## src/hw/amp_ctrl_pkg.sv

```systemverilog
package amp_ctrl_pkg;

   // Register offsets
   localparam logic [7:0] OFS_IDENT    = 8'h00;
   localparam logic [7:0] OFS_POWER    = 8'h01;
   localparam logic [7:0] OFS_DIGITAL  = 8'h02;
   localparam logic [7:0] OFS_VOL_CFG  = 8'h03;
   localparam logic [7:0] OFS_LEFT_VOL = 8'h04;
   localparam logic [7:0] OFS_RGHT_VOL = 8'h05;
   localparam int         REG_LAST     = 5;

   // Values after reset
   localparam logic [7:0] RST_POWER    = 8'hfd;
   localparam logic [7:0] RST_DIGITAL  = 8'h14;
   localparam logic [7:0] RST_VOL_CFG  = 8'h80;
   localparam logic [7:0] RST_VOLUME   = 8'hcf;

   // Writable bits; read-only positions ignore writes and reserved positions stay zero
   localparam logic [7:0] WMASK_IDENT   = 8'h00;
   localparam logic [7:0] WMASK_POWER   = 8'hff;
   localparam logic [7:0] WMASK_DIGITAL = 8'hbf;
   localparam logic [7:0] WMASK_VOL_CFG = 8'h83;
   localparam logic [7:0] WMASK_VOLUME  = 8'hff;

   // Field positions
   localparam int POS_CLIP_HI  = 2;
   localparam int W_CLIP_HI    = 6;
   localparam int POS_SLEEP    = 1;
   localparam int POS_SPK_ON   = 0;
   localparam int POS_HPF_BYP  = 7;
   localparam int POS_RSVD_DIG = 6;
   localparam int POS_BOOST    = 4;
   localparam int POS_SPEED    = 3;
   localparam int POS_FORMAT   = 0;
   localparam int POS_FADE     = 7;
   localparam int POS_MUTE_R   = 1;
   localparam int POS_MUTE_L   = 0;

   localparam logic [7:0] VOL_MUTE_FLOOR = 8'h07;
   localparam logic [2:0] FMT_LAST_VALID = 3'h5;
   localparam logic [4:0] BOOST_STEP_DB  = 5'h06;
   localparam logic [3:0] BITS_PER_BYTE  = 4'h8;

   typedef enum logic [2:0] {
      FMT_RJ24 = 3'h0,
      FMT_RJ20 = 3'h1,
      FMT_RJ18 = 3'h2,
      FMT_RJ16 = 3'h3,
      FMT_I2S  = 3'h4,
      FMT_LJ   = 3'h5
   } audio_fmt_t;

   typedef struct packed {
      logic [5:0] clip_hi;
      logic       power_stage_en;
      logic       low_power;
      logic       hpf_bypass;
      logic [4:0] boost_db;
      logic       double_speed;
      logic [2:0] input_format;
      logic       format_valid;
      logic       fade_en;
      logic       mute_r;
      logic       mute_l;
      logic [7:0] vol_l;
      logic [7:0] vol_r;
   } amp_ctrl_t;

   typedef struct packed {
      logic start;
      logic stop;
      logic rise;
      logic fall;
      logic sda;
   } i2c_ev_t;

endpackage

```

## src/hw/amp_control_register_bank.sv

```systemverilog
`timescale 1ns/1ps
`default_nettype none
module amp_control_register_bank
   import amp_ctrl_pkg::*;
#(
   parameter logic [6:0] DEV_ADDR = 7'h2a,
   // Arbitrary identification value
   parameter logic [7:0] ID_CODE  = 8'h5a
)(
   input  wire logic sys_clk,
   input  wire logic nrst,
   input  wire logic scl_in,
   input  wire logic sda_in,
   output var  logic sda_out,
   output var  logic sda_oe,
   output var  amp_ctrl_t ctrl
);

   typedef enum logic [3:0] {
      ST_IDLE,
      ST_ADDR,
      ST_ADDR_ACK,
      ST_PTR,
      ST_PTR_ACK,
      ST_WDATA,
      ST_WDATA_ACK,
      ST_RDATA,
      ST_RDATA_ACK
   } i2c_state_t;

   function automatic logic [7:0] write_mask(input int idx);
      case (idx)
         1:       write_mask = WMASK_POWER;
         2:       write_mask = WMASK_DIGITAL;
         3:       write_mask = WMASK_VOL_CFG;
         4, 5:    write_mask = WMASK_VOLUME;
         default: write_mask = WMASK_IDENT;
      endcase
   endfunction

   function automatic logic [7:0] reset_value(input int idx);
      case (idx)
         1:       reset_value = RST_POWER;
         2:       reset_value = RST_DIGITAL;
         3:       reset_value = RST_VOL_CFG;
         4, 5:    reset_value = RST_VOLUME;
         default: reset_value = 8'h00;
      endcase
   endfunction

   i2c_ev_t    ev;
   i2c_state_t state_q;
   i2c_state_t state_d;
   logic [7:0] sr_q;
   logic [7:0] sr_d;
   logic [3:0] cnt_q;
   logic [3:0] cnt_d;
   logic [7:0] ptr_q;
   logic [7:0] ptr_d;
   logic       oe_q;
   logic       oe_d;
   logic       mack_q;
   logic       mack_d;
   logic       sda_out_q;
   logic [7:0] regs_q [1:REG_LAST];
   logic [7:0] rd_table [0:7];
   amp_ctrl_t  ctrl_d;
   amp_ctrl_t  ctrl_q;

   i2c_line_events u_events (
      .sys_clk (sys_clk),
      .nrst    (nrst),
      .scl_in  (scl_in),
      .sda_in  (sda_in),
      .ev      (ev)
   );

   wire logic       byte_done = (cnt_q == BITS_PER_BYTE);
   wire logic [7:0] sr_shift  = {sr_q[6:0], ev.sda};
   wire logic       addr_hit  = (sr_q[7:1] == DEV_ADDR);
   wire logic       ptr_inmap = (ptr_q <= OFS_RGHT_VOL);
   wire logic [7:0] rd_val    = ptr_inmap ? rd_table[ptr_q[2:0]] : 8'h00;
   wire logic       wr_stb    = (state_q == ST_WDATA) & ev.fall & byte_done;
   wire logic       rd_load   = ev.fall & (((state_q == ST_ADDR_ACK) &
                                sr_q[0]) | ((state_q == ST_RDATA_ACK) &
                                mack_q));

   // Read view: identification is a constant, never a stored byte
   assign rd_table[0] = ID_CODE;
   genvar gi;
   generate
      for (gi = 1; gi <= REG_LAST; gi++) begin : g_regs
         wire logic       hit = wr_stb & (ptr_q == 8'(gi));
         wire logic [7:0] msk = write_mask(gi);
         wire logic [7:0] nxt = (regs_q[gi] & ~msk) | (sr_q & msk);
         always_ff @(posedge sys_clk or negedge nrst) begin
            if (!nrst) begin
               regs_q[gi] <= reset_value(gi);
            end else if (hit) begin
               regs_q[gi] <= nxt;
            end
         end
         assign rd_table[gi] = regs_q[gi];
      end
      for (gi = REG_LAST + 1; gi < 8; gi++) begin : g_unmapped
         assign rd_table[gi] = 8'h00;
      end
   endgenerate

   // Serial control port sequencing
   always_comb begin
      state_d = state_q;
      sr_d    = sr_q;
      cnt_d   = cnt_q;
      ptr_d   = ptr_q;
      oe_d    = oe_q;
      mack_d  = mack_q;
      if (ev.start) begin
         state_d = ST_ADDR;
         cnt_d   = 4'h0;
         oe_d    = 1'b0;
      end else if (ev.stop) begin
         state_d = ST_IDLE;
         oe_d    = 1'b0;
      end else if (rd_load) begin
         sr_d    = {rd_val[6:0], 1'b0};
         oe_d    = ~rd_val[7];
         cnt_d   = 4'h1;
         state_d = ST_RDATA;
      end else begin
         case (state_q)
            ST_ADDR, ST_PTR, ST_WDATA: begin
               if (ev.rise) begin
                  sr_d  = sr_shift;
                  cnt_d = cnt_q + 4'h1;
               end else if (ev.fall && byte_done) begin
                  oe_d = 1'b1;
                  case (state_q)
                     ST_ADDR: begin
                        oe_d    = addr_hit;
                        state_d = addr_hit ? ST_ADDR_ACK : ST_IDLE;
                     end
                     ST_PTR: begin
                        ptr_d   = sr_q;
                        state_d = ST_PTR_ACK;
                     end
                     default: begin
                        ptr_d   = ptr_q + 8'h01;
                        state_d = ST_WDATA_ACK;
                     end
                  endcase
               end
            end
            ST_ADDR_ACK, ST_PTR_ACK, ST_WDATA_ACK: begin
               if (ev.fall) begin
                  oe_d    = 1'b0;
                  cnt_d   = 4'h0;
                  state_d = (state_q == ST_ADDR_ACK) ? ST_PTR : ST_WDATA;
               end
            end
            ST_RDATA: begin
               if (ev.fall) begin
                  if (byte_done) begin
                     oe_d    = 1'b0;
                     ptr_d   = ptr_q + 8'h01;
                     state_d = ST_RDATA_ACK;
                  end else begin
                     oe_d  = ~sr_q[7];
                     sr_d  = {sr_q[6:0], 1'b0};
                     cnt_d = cnt_q + 4'h1;
                  end
               end
            end
            ST_RDATA_ACK: begin
               if (ev.rise) begin
                  mack_d = ~ev.sda;
               end else if (ev.fall) begin
                  state_d = ST_IDLE;
               end
            end
            default: begin
               state_d = ST_IDLE;
            end
         endcase
      end
   end

   always_ff @(posedge sys_clk or negedge nrst) begin
      if (!nrst) begin
         state_q   <= ST_IDLE;
         sr_q      <= 8'h00;
         cnt_q     <= 4'h0;
         ptr_q     <= 8'h00;
         oe_q      <= 1'b0;
         mack_q    <= 1'b0;
         sda_out_q <= 1'b0;
      end else begin
         state_q   <= state_d;
         sr_q      <= sr_d;
         cnt_q     <= cnt_d;
         ptr_q     <= ptr_d;
         oe_q      <= oe_d;
         mack_q    <= mack_d;
         sda_out_q <= 1'b0;
      end
   end

   // Control outputs decoded from the stored bytes
   wire logic [7:0] pwr = regs_q[1];
   wire logic [7:0] dig = regs_q[2];
   wire logic [7:0] vcf = regs_q[3];
   wire logic [7:0] vl  = regs_q[4];
   wire logic [7:0] vr  = regs_q[5];
   wire logic [1:0] bst = dig[POS_BOOST +: 2];
   wire logic       vl_low = (vl < VOL_MUTE_FLOOR);
   wire logic       vr_low = (vr < VOL_MUTE_FLOOR);

   assign ctrl_d.clip_hi        = pwr[POS_CLIP_HI +: W_CLIP_HI];
   assign ctrl_d.power_stage_en = pwr[POS_SPK_ON] & ~pwr[POS_SLEEP];
   assign ctrl_d.low_power      = ~pwr[POS_SPK_ON];
   assign ctrl_d.hpf_bypass     = dig[POS_HPF_BYP];
   assign ctrl_d.boost_db       = 5'(bst) * BOOST_STEP_DB;
   assign ctrl_d.double_speed   = dig[POS_SPEED];
   assign ctrl_d.input_format   = dig[POS_FORMAT +: 3];
   assign ctrl_d.format_valid   = dig[POS_FORMAT +: 3] <= FMT_LAST_VALID;
   assign ctrl_d.fade_en        = vcf[POS_FADE];
   assign ctrl_d.mute_r         = vcf[POS_MUTE_R] | vr_low;
   assign ctrl_d.mute_l         = vcf[POS_MUTE_L] | vl_low;
   assign ctrl_d.vol_l          = vl;
   assign ctrl_d.vol_r          = vr;

   always_ff @(posedge sys_clk or negedge nrst) begin
      if (!nrst) begin
         ctrl_q <= '0;
      end else begin
         ctrl_q <= ctrl_d;
      end
   end

   assign ctrl    = ctrl_q;
   assign sda_oe  = oe_q;
   assign sda_out = sda_out_q;
endmodule
`default_nettype wire

```

## src/hw/i2c_line_events.sv

```systemverilog
`timescale 1ns/1ps
`default_nettype none
module i2c_line_events
   import amp_ctrl_pkg::*;
(
   input  wire logic sys_clk,
   input  wire logic nrst,
   input  wire logic scl_in,
   input  wire logic sda_in,
   output var  i2c_ev_t ev
);
   logic    scl_q;
   logic    sda_q;
   i2c_ev_t ev_d;
   i2c_ev_t ev_q;

   // Start and stop are data edges while the clock line stays high
   assign ev_d.start = scl_q & scl_in & sda_q & ~sda_in;
   assign ev_d.stop  = scl_q & scl_in & ~sda_q & sda_in;
   assign ev_d.rise  = ~scl_q & scl_in;
   assign ev_d.fall  = scl_q & ~scl_in;
   assign ev_d.sda   = sda_in;

   always_ff @(posedge sys_clk or negedge nrst) begin
      if (!nrst) begin
         scl_q <= 1'b1;
         sda_q <= 1'b1;
         ev_q  <= '0;
      end else begin
         scl_q <= scl_in;
         sda_q <= sda_in;
         ev_q  <= ev_d;
      end
   end

   assign ev = ev_q;
endmodule
`default_nettype wire

```

## config.mk

```make
export PLATFORM = sky130hd
export DESIGN_NAME = amp_control_register_bank
export DESIGN_NICKNAME = d
export VERILOG_FILES = /design/src/hw/amp_ctrl_pkg.sv /design/src/hw/amp_control_register_bank.sv /design/src/hw/i2c_line_events.sv
export SDC_FILE = /design/constraint.sdc
export NUM_CORES = 1
export LEC_CHECK = 0
export ABC_CLOCK_PERIOD_IN_PS = 2000
export BUFFER_PORTS_ARGS = -buffer_cell sky130_fd_sc_hd__buf_2
export CORE_ASPECT_RATIO = 0.8
export CORE_MARGIN = 2
export CORE_UTILIZATION = 35
export CTS_BUF_LIST = sky130_fd_sc_hd__clkbuf_4 sky130_fd_sc_hd__clkbuf_8
export CTS_CLUSTER_SIZE = 40
export DETAILED_ROUTE_END_ITERATION = 16
export PLACE_DENSITY_LB_ADDON = 0.2
export SETUP_SLACK_MARGIN = 0.5
export SLEW_MARGIN = 15
export SYNTH_ARGS = -nofsm -noshare
export SYNTH_HDL_FRONTEND = slang
export SYNTH_SLANG_ARGS = --single-unit
```

## constraint.sdc

```tcl
create_clock -name sys_clk -period 2 [get_ports sys_clk]
set_input_delay 0 -clock sys_clk [delete_from_list [all_inputs] [get_ports sys_clk]]
set_output_delay 0 -clock sys_clk [all_outputs]
set_load 0.01 [all_outputs]
```

==> flow_summary.yaml, run 1 <==
outcome:
  run_status: "finished, violations left"
  violations: "setup timing"
route:
  drc: 0
  route.detailed.vias_per_inst: 5.22
  route.detailed.wl_per_inst_um: 17.9
  drt_first_iter_violations: 258
  drt-total-wl_mm: 12.5
  drt-pass1-iter-count: 4
  detail-route-antenna-nets: 0
  detailroute.via_count: 3638
cts:
  clk_root_buffer_cell: "sky130_fd_sc_hd__clkbuf_8"
  clock_sinks: 104
  clock_latency_ps: 390
  tritoncts: "yes"
  cts-buffers-inserted: 9
  clk_transition_reported_paths_ps: 110
  buffer_levels_on_the_longest_clock_path: 2
  h-tree-depth: 3
global_routing:
  grt_pass1_vias: 3606
  grt_antenna_before_repair: 0
  grt_start_max_net_pins: 47
  grt_use_total: 0.181
  gr-total-overflow: 0
  grt_first_pass_wirelength_mm: 20.2
timing:
  hold_violations: 0
  finalCritPeriodShare: 1.03
  slew_violations: 0
  fin_ws_ps: -67.3
  worst_case_hold_slack_ps: 60.9
  clock_skew_ps: 14.3
  timing.fmax_mhz: 484
  setup-tns-final_ps: -739
  grt_setup_unrepaired: "yes"
  final_period_minus_worst_setup_slack_ps: 2070
  final_setup_violations: 27
finish:
  multi_input_gate_area_mm2: 0.00237
  post-route-util: 0.475
  instances_no_fill: 697
  finish.instance_area_mm2: 0.00645
  filler_cell_count: 1253
  flow.area_growth_from_synthesis_pct: 32.3
  area_of_all_sequential_standard_cells_mm2: 0.00264
  drive_gt1_frac: 0.524
  antenna_cells_inserted: 0
  layout_common_cells: "sky130_fd_sc_hd__dfrtp_1 (74), sky130_fd_sc_hd__buf_4 (55), sky130_fd_sc_hd__buf_2 (40)"
  most_frequent_standard_cell_in_the_layout_excluding_fill_and_tap_cells: "sky130_fd_sc_hd__dfrtp_1"
  final_nets: 525
floorplanning:
  design.die.area_mm2: 0.0149
  die_x_um: 136
  fp.coreArea_mm2: 0.0136
  dieHeight_um: 110
  design.portCount: 44
  floorplan.rows: 38
  floorplan.initialDensity: 0.359
setup_path:
  worst-path-max-fanout: 8
  worst_ep_required_time_ps: 2270
  reg2regPathDepth: 6
  critical-path-max-stage-delay_ps: 550
  path_delay_family: "simple AND/OR/NAND/NOR gates"
  reg2reg_slack_ps: -70
  cp_data_arrival_time_ps: 2340
  path_buf_inv: 1
  timing.critical_path.cells: "or4_4 > nor2_4 > and4b_1 > buf_12 > nand3_4 > mux2_4"
  r2r-end: "vl[4]"
  cp_slowest_cell: "sky130_fd_sc_hd__or4_4"
  end_kind: "register"
  worstSetupStartpointType: "register"
  critical_path_class: "register to register"
  r2r-start: "ptr_q[7]"
synthesis:
  yosysUniqueCellTypes: 64
  postSynthAreaPerCell_um2: 12.2
  synthesis.instances: 401
  syn-cell-area_mm2: 0.00488
  synthesis.yosys.warnings: 0
  number_of_flops_mapped_to_enable_cells_by_yosys: 0
  synth.ff_latch_count: 104
  ys_seq_area_frac: 0.540
  synth_async_sr_flop_share: 1.00
  prevailing_post_synth_register_cell: "sky130_fd_sc_hd__dfrtp_1"
placed_design:
  dpl-instance-area_mm2: 0.00572
  hpwl_mm: 8.50
  post-place-ws_ps: -107
  globalplace.congestion: 0.876
  count_of_buffers_inserted_at_the_top_level_ports: 41
  numPlacedInstances: 657
power_and_ir_drop:
  vdd_drop_max_mv: 0.446
  static-leakage-power_nw: 3.11
  power.total_mw: 6.42
  pwr_density_cell_mw_per_mm2: 994
min_path:
  worstHoldPathType: "primary input to async pin"
job:
  max_cap_violations: 0
## report_power, final
| group | leakage (nW) | internal, mW | switching [mW] |
|---|---|---|---|
| sequential | 1.31 | 2.27 | 0.161 |
| clock | 0.108 | 0.615 | 0.763 |
| combinational | 1.70 | 1.35 | 1.26 |
## routing by layer
| layer | track usage | vias to the layer above | part of all wire |
|---|---|---|---|
| met5 | 0 | - | 0 |
| met3 | 0.0410 | 8 | 0.047 |
| li1 | - | 1675 | - |
| met1 | 0.270 | 1856 | 0.51 |
| met2 | 0.261 | 99 | 0.43 |
| met4 | 0.0543 | 0 | 0.011 |
## cells in the mapped netlist (3+ instances only)
cell type,count,area [um^2]
sky130_fd_sc_hd__clkbuf_1,10,37.5
sky130_fd_sc_hd__buf_2,5,25.0
sky130_fd_sc_hd__nor3_1,8,40.0
sky130_fd_sc_hd__nand4_1,3,18.8
sky130_fd_sc_hd__mux2_2,17,191
sky130_fd_sc_hd__dfstp_2,24,631
sky130_fd_sc_hd__and3_1,5,31.3
sky130_fd_sc_hd__o22ai_1,4,25.0
sky130_fd_sc_hd__dfrtp_1,80,2000
sky130_fd_sc_hd__nand3b_1,4,30.0
sky130_fd_sc_hd__o21ai_0,21,105
sky130_fd_sc_hd__nand3_1,15,75.1
sky130_fd_sc_hd__a221oi_1,5,43.8
sky130_fd_sc_hd__nand2b_1,4,25.0
sky130_fd_sc_hd__mux2i_1,8,80.1
sky130_fd_sc_hd__ha_1,9,113
sky130_fd_sc_hd__a21oi_1,22,110
sky130_fd_sc_hd__mux2_4,31,465
sky130_fd_sc_hd__nor2_1,18,67.6
sky130_fd_sc_hd__buf_1,3,11.3
sky130_fd_sc_hd__nor3b_1,4,30.0
sky130_fd_sc_hd__inv_1,14,52.6
sky130_fd_sc_hd__nor2b_1,5,31.3
sky130_fd_sc_hd__a2bb2oi_1,3,26.3
sky130_fd_sc_hd__nand2_1,24,90.1
## what timing repair did
action / in CTS / in global routing
hold buffers: 3 / 0
pin swaps: 25 / 15
gates cloned: 3 / 0
endpoints found under the setup margin: 60 / 60
hold endpoints to repair: 95 / 0
resized for setup: 68 / 20
setup buffers: 15 / 3
## logic make-up after synthesis
family / Yosys count / share of synthesized area
adders and majority gates: 11 / 0.0272
other: 1 / 0.000769
buffers and inverters: 37 / 0.0346
muxes: 57 / 0.153
and+or+nand+nor: 110 / 0.134
DFF: 104 / 0.540
AOI/OAI and AO/OA: 81 / 0.110
## registers in the layout, indices dropped and copies added (netlist names)
name            flops
u_events.ev         5
pwr                 8
state_q             4
vr                  8
ptr_q               8
mack_q              1
ctrl               37
u_events.scl_q      1
u_events.sda_q      1
vl                  8
sda_oe              1
dig                 7
g_regs.nxt          8
vcf                 3
cnt_q               4
## final cells by class
class,count,share of cell area
inverters,14,0.00853
repair buffers,121,0.148
well taps,180,0.0349
multi-input cells,262,0.367
clock buffers,10,0.0204
flip-flops and latches,104,0.409
clock inverters,6,0.0116
## worst max path at each step
stage | to | cells after the start | slack, ps | from
2_1_floorplan | cnt_q[2] | 5 | -40 | state_q[2]
6_report | vl[4] | 6 | -70 | ptr_q[7]
4_1_cts | vl[5] | 6 | -90 | ptr_q[7]
3_3_place_gp | g_regs[1].nxt[7] | 6 | -80 | state_q[0]
5_1_grt | vl[4] | 8 | -150 | cnt_q[0]
3_5_place_dp | vl[5] | 6 | -110 | ptr_q[5]
Note: power is estimated with default switching activity, not from simulation.
==> run 2, diff against run 1 <==
--- a/config.mk
+++ b/config.mk
@@ -5,7 +5,7 @@
 export SDC_FILE = /design/constraint.sdc
 export NUM_CORES = 1
 export LEC_CHECK = 0
-export ABC_CLOCK_PERIOD_IN_PS = 2000
+export ABC_CLOCK_PERIOD_IN_PS = 1900
 export BUFFER_PORTS_ARGS = -buffer_cell sky130_fd_sc_hd__buf_2
 export CORE_ASPECT_RATIO = 0.8
 export CORE_MARGIN = 2
==> constraint.sdc (replaced) <==
create_clock -name sys_clk -period 1.9 [get_ports sys_clk]
set_input_delay 0 -clock sys_clk [delete_from_list [all_inputs] [get_ports sys_clk]]
set_output_delay 0 -clock sys_clk [all_outputs]
set_load 0.01 [all_outputs]
==> run 2 against run 1 <==
The run still ends with setup timing left. Power increased by 2.8%. Global-route usage decreased by 0.28 points. Clock power decreased by 5%. Die area unchanged. Via count decreased by 0.91%. Register-to-register slack got worse by 110 ps. Final cell count increased by 1.1%. Critical path type unchanged. Critical endpoint unchanged. Highest routed layer unchanged.
==> flow_summary.yaml, run 2 (synthesized netlist as in run 1, its figures left out) <==
timing:
  clock_skew_ps: 18.0
  fin_ws_ps: -178
  slew_violations: 0
  finalCritPeriodShare: 1.09
  final_period_minus_worst_setup_slack_ps: 2080
  worst_case_hold_slack_ps: 137
  final_setup_violations: 47
  hold_violations: 0
  max-slew-margin-rel: 0.631
  grt_setup_unrepaired: "yes"
  worst-slew-pin-transition_ps: 554
  timing.fmax_mhz: 481
route:
  drc: 0
  detail-route-antenna-nets: 0
  route.detailed.vias_per_inst: 5.11
  drt_first_iter_violations: 200
  route.detailed.wl_per_inst_um: 17.9
  drt-total-wl_mm: 12.6
  drt-pass1-iter-count: 4
  detailroute.via_count: 3605
cts:
  clk_transition_reported_paths_ps: 100
  clock_sinks: 104
  cts-buffers-inserted: 9
  clk_root_buffer_cell: "sky130_fd_sc_hd__clkbuf_8"
  buffer_levels_on_the_longest_clock_path: 2
  tritoncts: "yes"
  h-tree-depth: 3
  clock_latency_ps: 390
global_routing:
  grt_start_max_net_pins: 45
  grt_use_total: 0.178
  grt_antenna_before_repair: 0
  gr-total-overflow: 0
  grt_first_pass_wirelength_mm: 19.9
  grt_pass1_vias: 3541
floorplanning:
  die_x_um: 136
  floorplan.initialDensity: 0.359
  floorplan.rows: 38
  dieHeight_um: 110
  fp.coreArea_mm2: 0.0136
  design.die.area_mm2: 0.0149
  design.portCount: 44
finish:
  layout_common_cells: "sky130_fd_sc_hd__dfrtp_1 (74), sky130_fd_sc_hd__buf_4 (60), sky130_fd_sc_hd__mux2_4 (42)"
  largest_reg_flops: 37
  flow.area_growth_from_synthesis_pct: 36.1
  drive_gt1_frac: 0.550
  post-route-util: 0.488
  most_frequent_standard_cell_in_the_layout_excluding_fill_and_tap_cells: "sky130_fd_sc_hd__dfrtp_1"
  antenna_cells_inserted: 0
  finish.instance_area_mm2: 0.00664
  final_nets: 533
placed_design:
  count_of_buffers_inserted_at_the_top_level_ports: 41
  hpwl_mm: 8.49
  dpl-instance-area_mm2: 0.00575
  globalplace.congestion: 0.931
setup_path:
  startpoint: "ptr_q[5]"
  cp_slowest_cell: "sky130_fd_sc_hd__or4_4"
  worstSetupStartpointType: "register"
  timing.critical_path.cells: "or4_4 > nor2_4 > and4b_1 > buf_12 > nand3_4 > mux2_4"
  worst-path-max-fanout: 8
  cp_data_arrival_time_ps: 2340
  reg2regPathDepth: 6
  end_kind: "register"
  critical_path_class: "register to register"
  path_delay_family: "simple AND/OR/NAND/NOR gates"
  critical_path_cell_count: 6
  path_buf_inv: 1
  worst_ep_required_time_ps: 2160
  r2r-end: "vl[4]"
  r2r-start: "ptr_q[5]"
  reg2reg_slack_ps: -180
  critical-path-max-stage-delay_ps: 540
power_and_ir_drop:
  power.total_mw: 6.60
  static-leakage-power_nw: 3.18
  vdd_drop_max_mv: 0.404
  pwr_density_cell_mw_per_mm2: 994
min_path:
  worstHoldPathType: "primary input to async pin"
outcome:
  run_status: "finished, violations left"
  violations: "setup timing"
job:
  max_cap_violations: 0
==> run 2: changes by cell type in the layout (fill, tap and decap cells not counted), sizes merged <==
cell / change
inv: -1
clkinvlp: +1
bufinv: -1
clkbuf: +2
buf: +7
and3: -1
clkinv: +1
==> run 2: how the worst max path moves through the flow <==
stage,endpoint,slack [ps]
4_1_cts,vl[4],-200
6_report,vl[4],-180
3_3_place_gp,pwr[1],-150
3_5_place_dp,pwr[1],-190
5_1_grt,vl[4],-240
2_1_floorplan,cnt_q[2],-140
==> run 2: worst reg2reg max path: cells and delay by family (launching register included) <==
kind                   cells  cell delay, ps
flip-flops                 1             390
buffers and inverters      1             140
AND/OR/NAND/NOR            4            1080
multiplexers               1             340
==> run 2: timing repair <==
action                                  in CTS  in global routing
endpoints found under the hold margin       49                  0
endpoints found under the setup margin      60                 60
gates cloned                                 3                  2
buffers inserted                             8                 12
hold buffers                                 3                  0
resized for setup                           66                 50
pin swaps                                   17                 21
==> run 2: metal layers <==
metal	share of wire	track usage	wire length [um]
met2	0.44	0.254	5550
met4	0.015	0.0528	194
met3	0.051	0.0466	643
met5	0	0	0
met1	0.49	0.264	6260
==> run 2: cell type report <==
type	instances	area, um^2
Tap cell	180	225
Clock buffer	10	138
Fill cell	1211	6960
Inverter	14	55.1
Sequential cell	104	2640
Timing Repair Buffer	130	1040
Clock inverter	6	50.0
Multi-Input combinational cell	261	2490
==> run 2: stage by stage <==
stage | TNS (ps) | setup WS [ps] | std cells
5_1_grt | -8400 | -243 | 705
3_3_place_gp | -4270 | -152 | 661
6_report | -5290 | -178 | 705
3_5_place_dp | -5580 | -189 | 661
2_1_floorplan | -1640 | -141 | 402
4_1_cts | -4860 | -196 | 691
==> run 2: where the power goes <==
part / switching, mW / internal [mW] / total [mW]
Sequential: 0.164 / 2.39 / 2.56
Combinational: 1.37 / 1.36 / 2.73
Clock: 0.782 / 0.528 / 1.31
==> run 3, diff against run 2 <==
--- a/config.mk
+++ b/config.mk
@@ -7,7 +7,7 @@
 export LEC_CHECK = 0
 export ABC_CLOCK_PERIOD_IN_PS = 1900
 export BUFFER_PORTS_ARGS = -buffer_cell sky130_fd_sc_hd__buf_2
-export CORE_ASPECT_RATIO = 0.8
+export CORE_ASPECT_RATIO = 0.7
 export CORE_MARGIN = 2
 export CORE_UTILIZATION = 35
 export CTS_BUF_LIST = sky130_fd_sc_hd__clkbuf_4 sky130_fd_sc_hd__clkbuf_8
==> run 3 against run 2 <==
The run still ends with setup timing left. Non-clock buffer count rose by 11. Count of clock-buffer cells in the layout did not move. Maximum frequency barely moved. Utilization fell by 0.29 points. Via count rose by 1.1%. Global-route usage fell by 0.26 points. Largest cell class unchanged.
==> flow_summary.yaml, run 3 (synthesized netlist as in run 1, its figures left out) <==
outcome:
  run_status: "finished, violations left"
  violations: "setup timing"
timing:
  setup-tns-final_ps: -5520
  grt_setup_unrepaired: "yes"
  finalCritPeriodShare: 1.09
  final_setup_violations: 49
  slew_violations: 0
  max-slew-margin-rel: 0.654
  worst-slew-pin-transition_ps: 512
  clock_skew_ps: 13.3
  hold_violations: 0
  final_period_minus_worst_setup_slack_ps: 2080
  fin_ws_ps: -178
  timing.fmax_mhz: 481
power_and_ir_drop:
  clock_power_share: 0.207
  power.total_mw: 6.74
  intPower_mw: 4.37
  sequentialPowerShare: 0.377
  vdd_drop_max_mv: 0.546
  comb_power_share: 0.416
  p_sw_mw: 2.37
  switching_portion_of_total_power: 0.352
  static-leakage-power_nw: 3.19
  pwr_density_cell_mw_per_mm2: 1010
cts:
  cts-buffers-inserted: 9
  h-tree-depth: 3
  clock_latency_ps: 370
  clk_transition_reported_paths_ps: 110
  buffer_levels_on_the_longest_clock_path: 2
  tritoncts: "yes"
  clock_sinks: 104
  clk_root_buffer_cell: "sky130_fd_sc_hd__clkbuf_8"
floorplanning:
  design.die.area_mm2: 0.0149
  dieHeight_um: 103
  design.portCount: 44
  fp.coreArea_mm2: 0.0138
  die_x_um: 145
  floorplan.initialDensity: 0.354
  floorplan.rows: 36
job:
  max_cap_violations: 0
setup_path:
  cp_data_arrival_time_ps: 2340
  startpoint: "ptr_q[5]"
  worst-path-max-fanout: 8
  r2r-start: "ptr_q[5]"
  r2r-end: "pwr[1]"
  reg2reg_slack_ps: -180
  timing.critical_path.cells: "or4_4 > nor2_4 > and4b_1 > buf_12 > nand3b_4 > mux2_4"
  worst_ep_required_time_ps: 2160
  worstSetupStartpointType: "register"
  cp_slowest_cell: "sky130_fd_sc_hd__or4_4"
  reg2regPathDepth: 6
  end_kind: "register"
  path_delay_family: "simple AND/OR/NAND/NOR gates"
  critical_path_class: "register to register"
  critical-path-max-stage-delay_ps: 560
  path_buf_inv: 1
finish:
  layout_common_cells: "sky130_fd_sc_hd__dfrtp_1 (75), sky130_fd_sc_hd__buf_4 (71), sky130_fd_sc_hd__buf_2 (41)"
  most_frequent_standard_cell_in_the_layout_excluding_fill_and_tap_cells: "sky130_fd_sc_hd__dfrtp_1"
  flow.area_growth_from_synthesis_pct: 37.2
  final_nets: 544
  largest_reg_flops: 37
  area_of_all_sequential_standard_cells_mm2: 0.00264
  drive_gt1_frac: 0.567
  finish.instance_area_mm2: 0.00669
  multi_input_gate_area_mm2: 0.00243
  filler_cell_count: 1255
  instances_no_fill: 726
  antenna_cells_inserted: 0
global_routing:
  grt_use_total: 0.175
  grt_antenna_before_repair: 0
  grt_start_max_net_pins: 44
  grt_pass1_vias: 3588
  gr-total-overflow: 0
  grt_first_pass_wirelength_mm: 20.1
route:
  detailroute.via_count: 3644
  route.detailed.wl_per_inst_um: 17.6
  met3_wire_length_um: 521
  route.detailed.vias_per_inst: 5.02
  route.layer.met1.wl_mm: 6.58
  drt_first_iter_violations: 217
  drc: 0
  routed-wl-met2_mm: 5.57
  detail-route-antenna-nets: 0
  drt-total-wl_mm: 12.8
  topRoutingLayerUsed: "met4"
  drt-pass1-iter-count: 5
placed_design:
  post-place-ws_ps: -202
  hpwl_mm: 8.69
  count_of_buffers_inserted_at_the_top_level_ports: 41
  globalplace.congestion: 0.831
  numPlacedInstances: 682
  dpl-instance-area_mm2: 0.00585
min_path:
  worstHoldPathType: "primary input to async pin"
==> run 3: changes by cell type in the layout (fill, tap and decap cells not counted), sizes merged <==
| cell | previous run | this run |
|---|---|---|
| clkinvlp | 1 | 0 |
| buf | 125 | 138 |
| clkbuf | 12 | 10 |
| inv | 16 | 17 |
==> run 3: worst register-to-register path, delay by kind of cell, from the launching register on <==
kind,cells,cell delay (ps)
buffers and inverters,1,140
DFF,1,390
muxes,1,340
and+or+nand+nor,4,1100
==> run 3: worst max-delay path by stage <==
stage                 endpoint  cells past startpoint
global route            pwr[1]                      6
detailed placement  state_q[1]                      6
CTS                      vr[5]                      6
finish                  pwr[1]                      6
global placement    state_q[1]                      6
floorplan             cnt_q[2]                      5
==> run 3: per-stage QoR <==
step	hold WS [ps]	utilization
after floorplan	-296	-
after global placement	-22.0	0.424
after detailed placement	-19.8	0.424
after CTS	116	0.468
after global routing	158	0.485
final	116	0.485
==> run 3: power by group through the flow <==
stage | clock network (mW) | logic, mW | registers (mW)
global route | 1.53 | 3.01 | 2.57
detailed placement | 0 | 2.07 | 2.58
global placement | 0 | 2.06 | 2.58
floorplan | 0 | 1.17 | 2.59
finish | 1.40 | 2.81 | 2.54
CTS | 1.44 | 2.51 | 2.54
==> run 3: timing repair <==
action,4_1_cts,5_1_grt
gates cloned,2,1
hold buffers,3,0
setup endpoints to repair,60,60
pin swaps,25,28
hold endpoints to repair,75,0
resized for setup,60,42
buffers inserted,14,8
==> run 3: layout make-up <==
cell class | instances | share of cell area
Clock inverter | 6 | 0.0101
Inverter | 14 | 0.00823
Tap cell | 190 | 0.0355
Sequential cell | 104 | 0.394
Clock buffer | 10 | 0.0206
Multi-Input combinational cell | 261 | 0.364
Timing Repair Buffer | 141 | 0.167
==> run 3: metal layers <==
| metal | global-route usage | vias to the layer above |
|---|---|---|
| met5 | 0 | - |
| met1 | 0.265 | 1843 |
| met4 | 0.0377 | 0 |
| met2 | 0.262 | 81 |
| met3 | 0.0358 | 8 |
| li1 | - | 1712 |
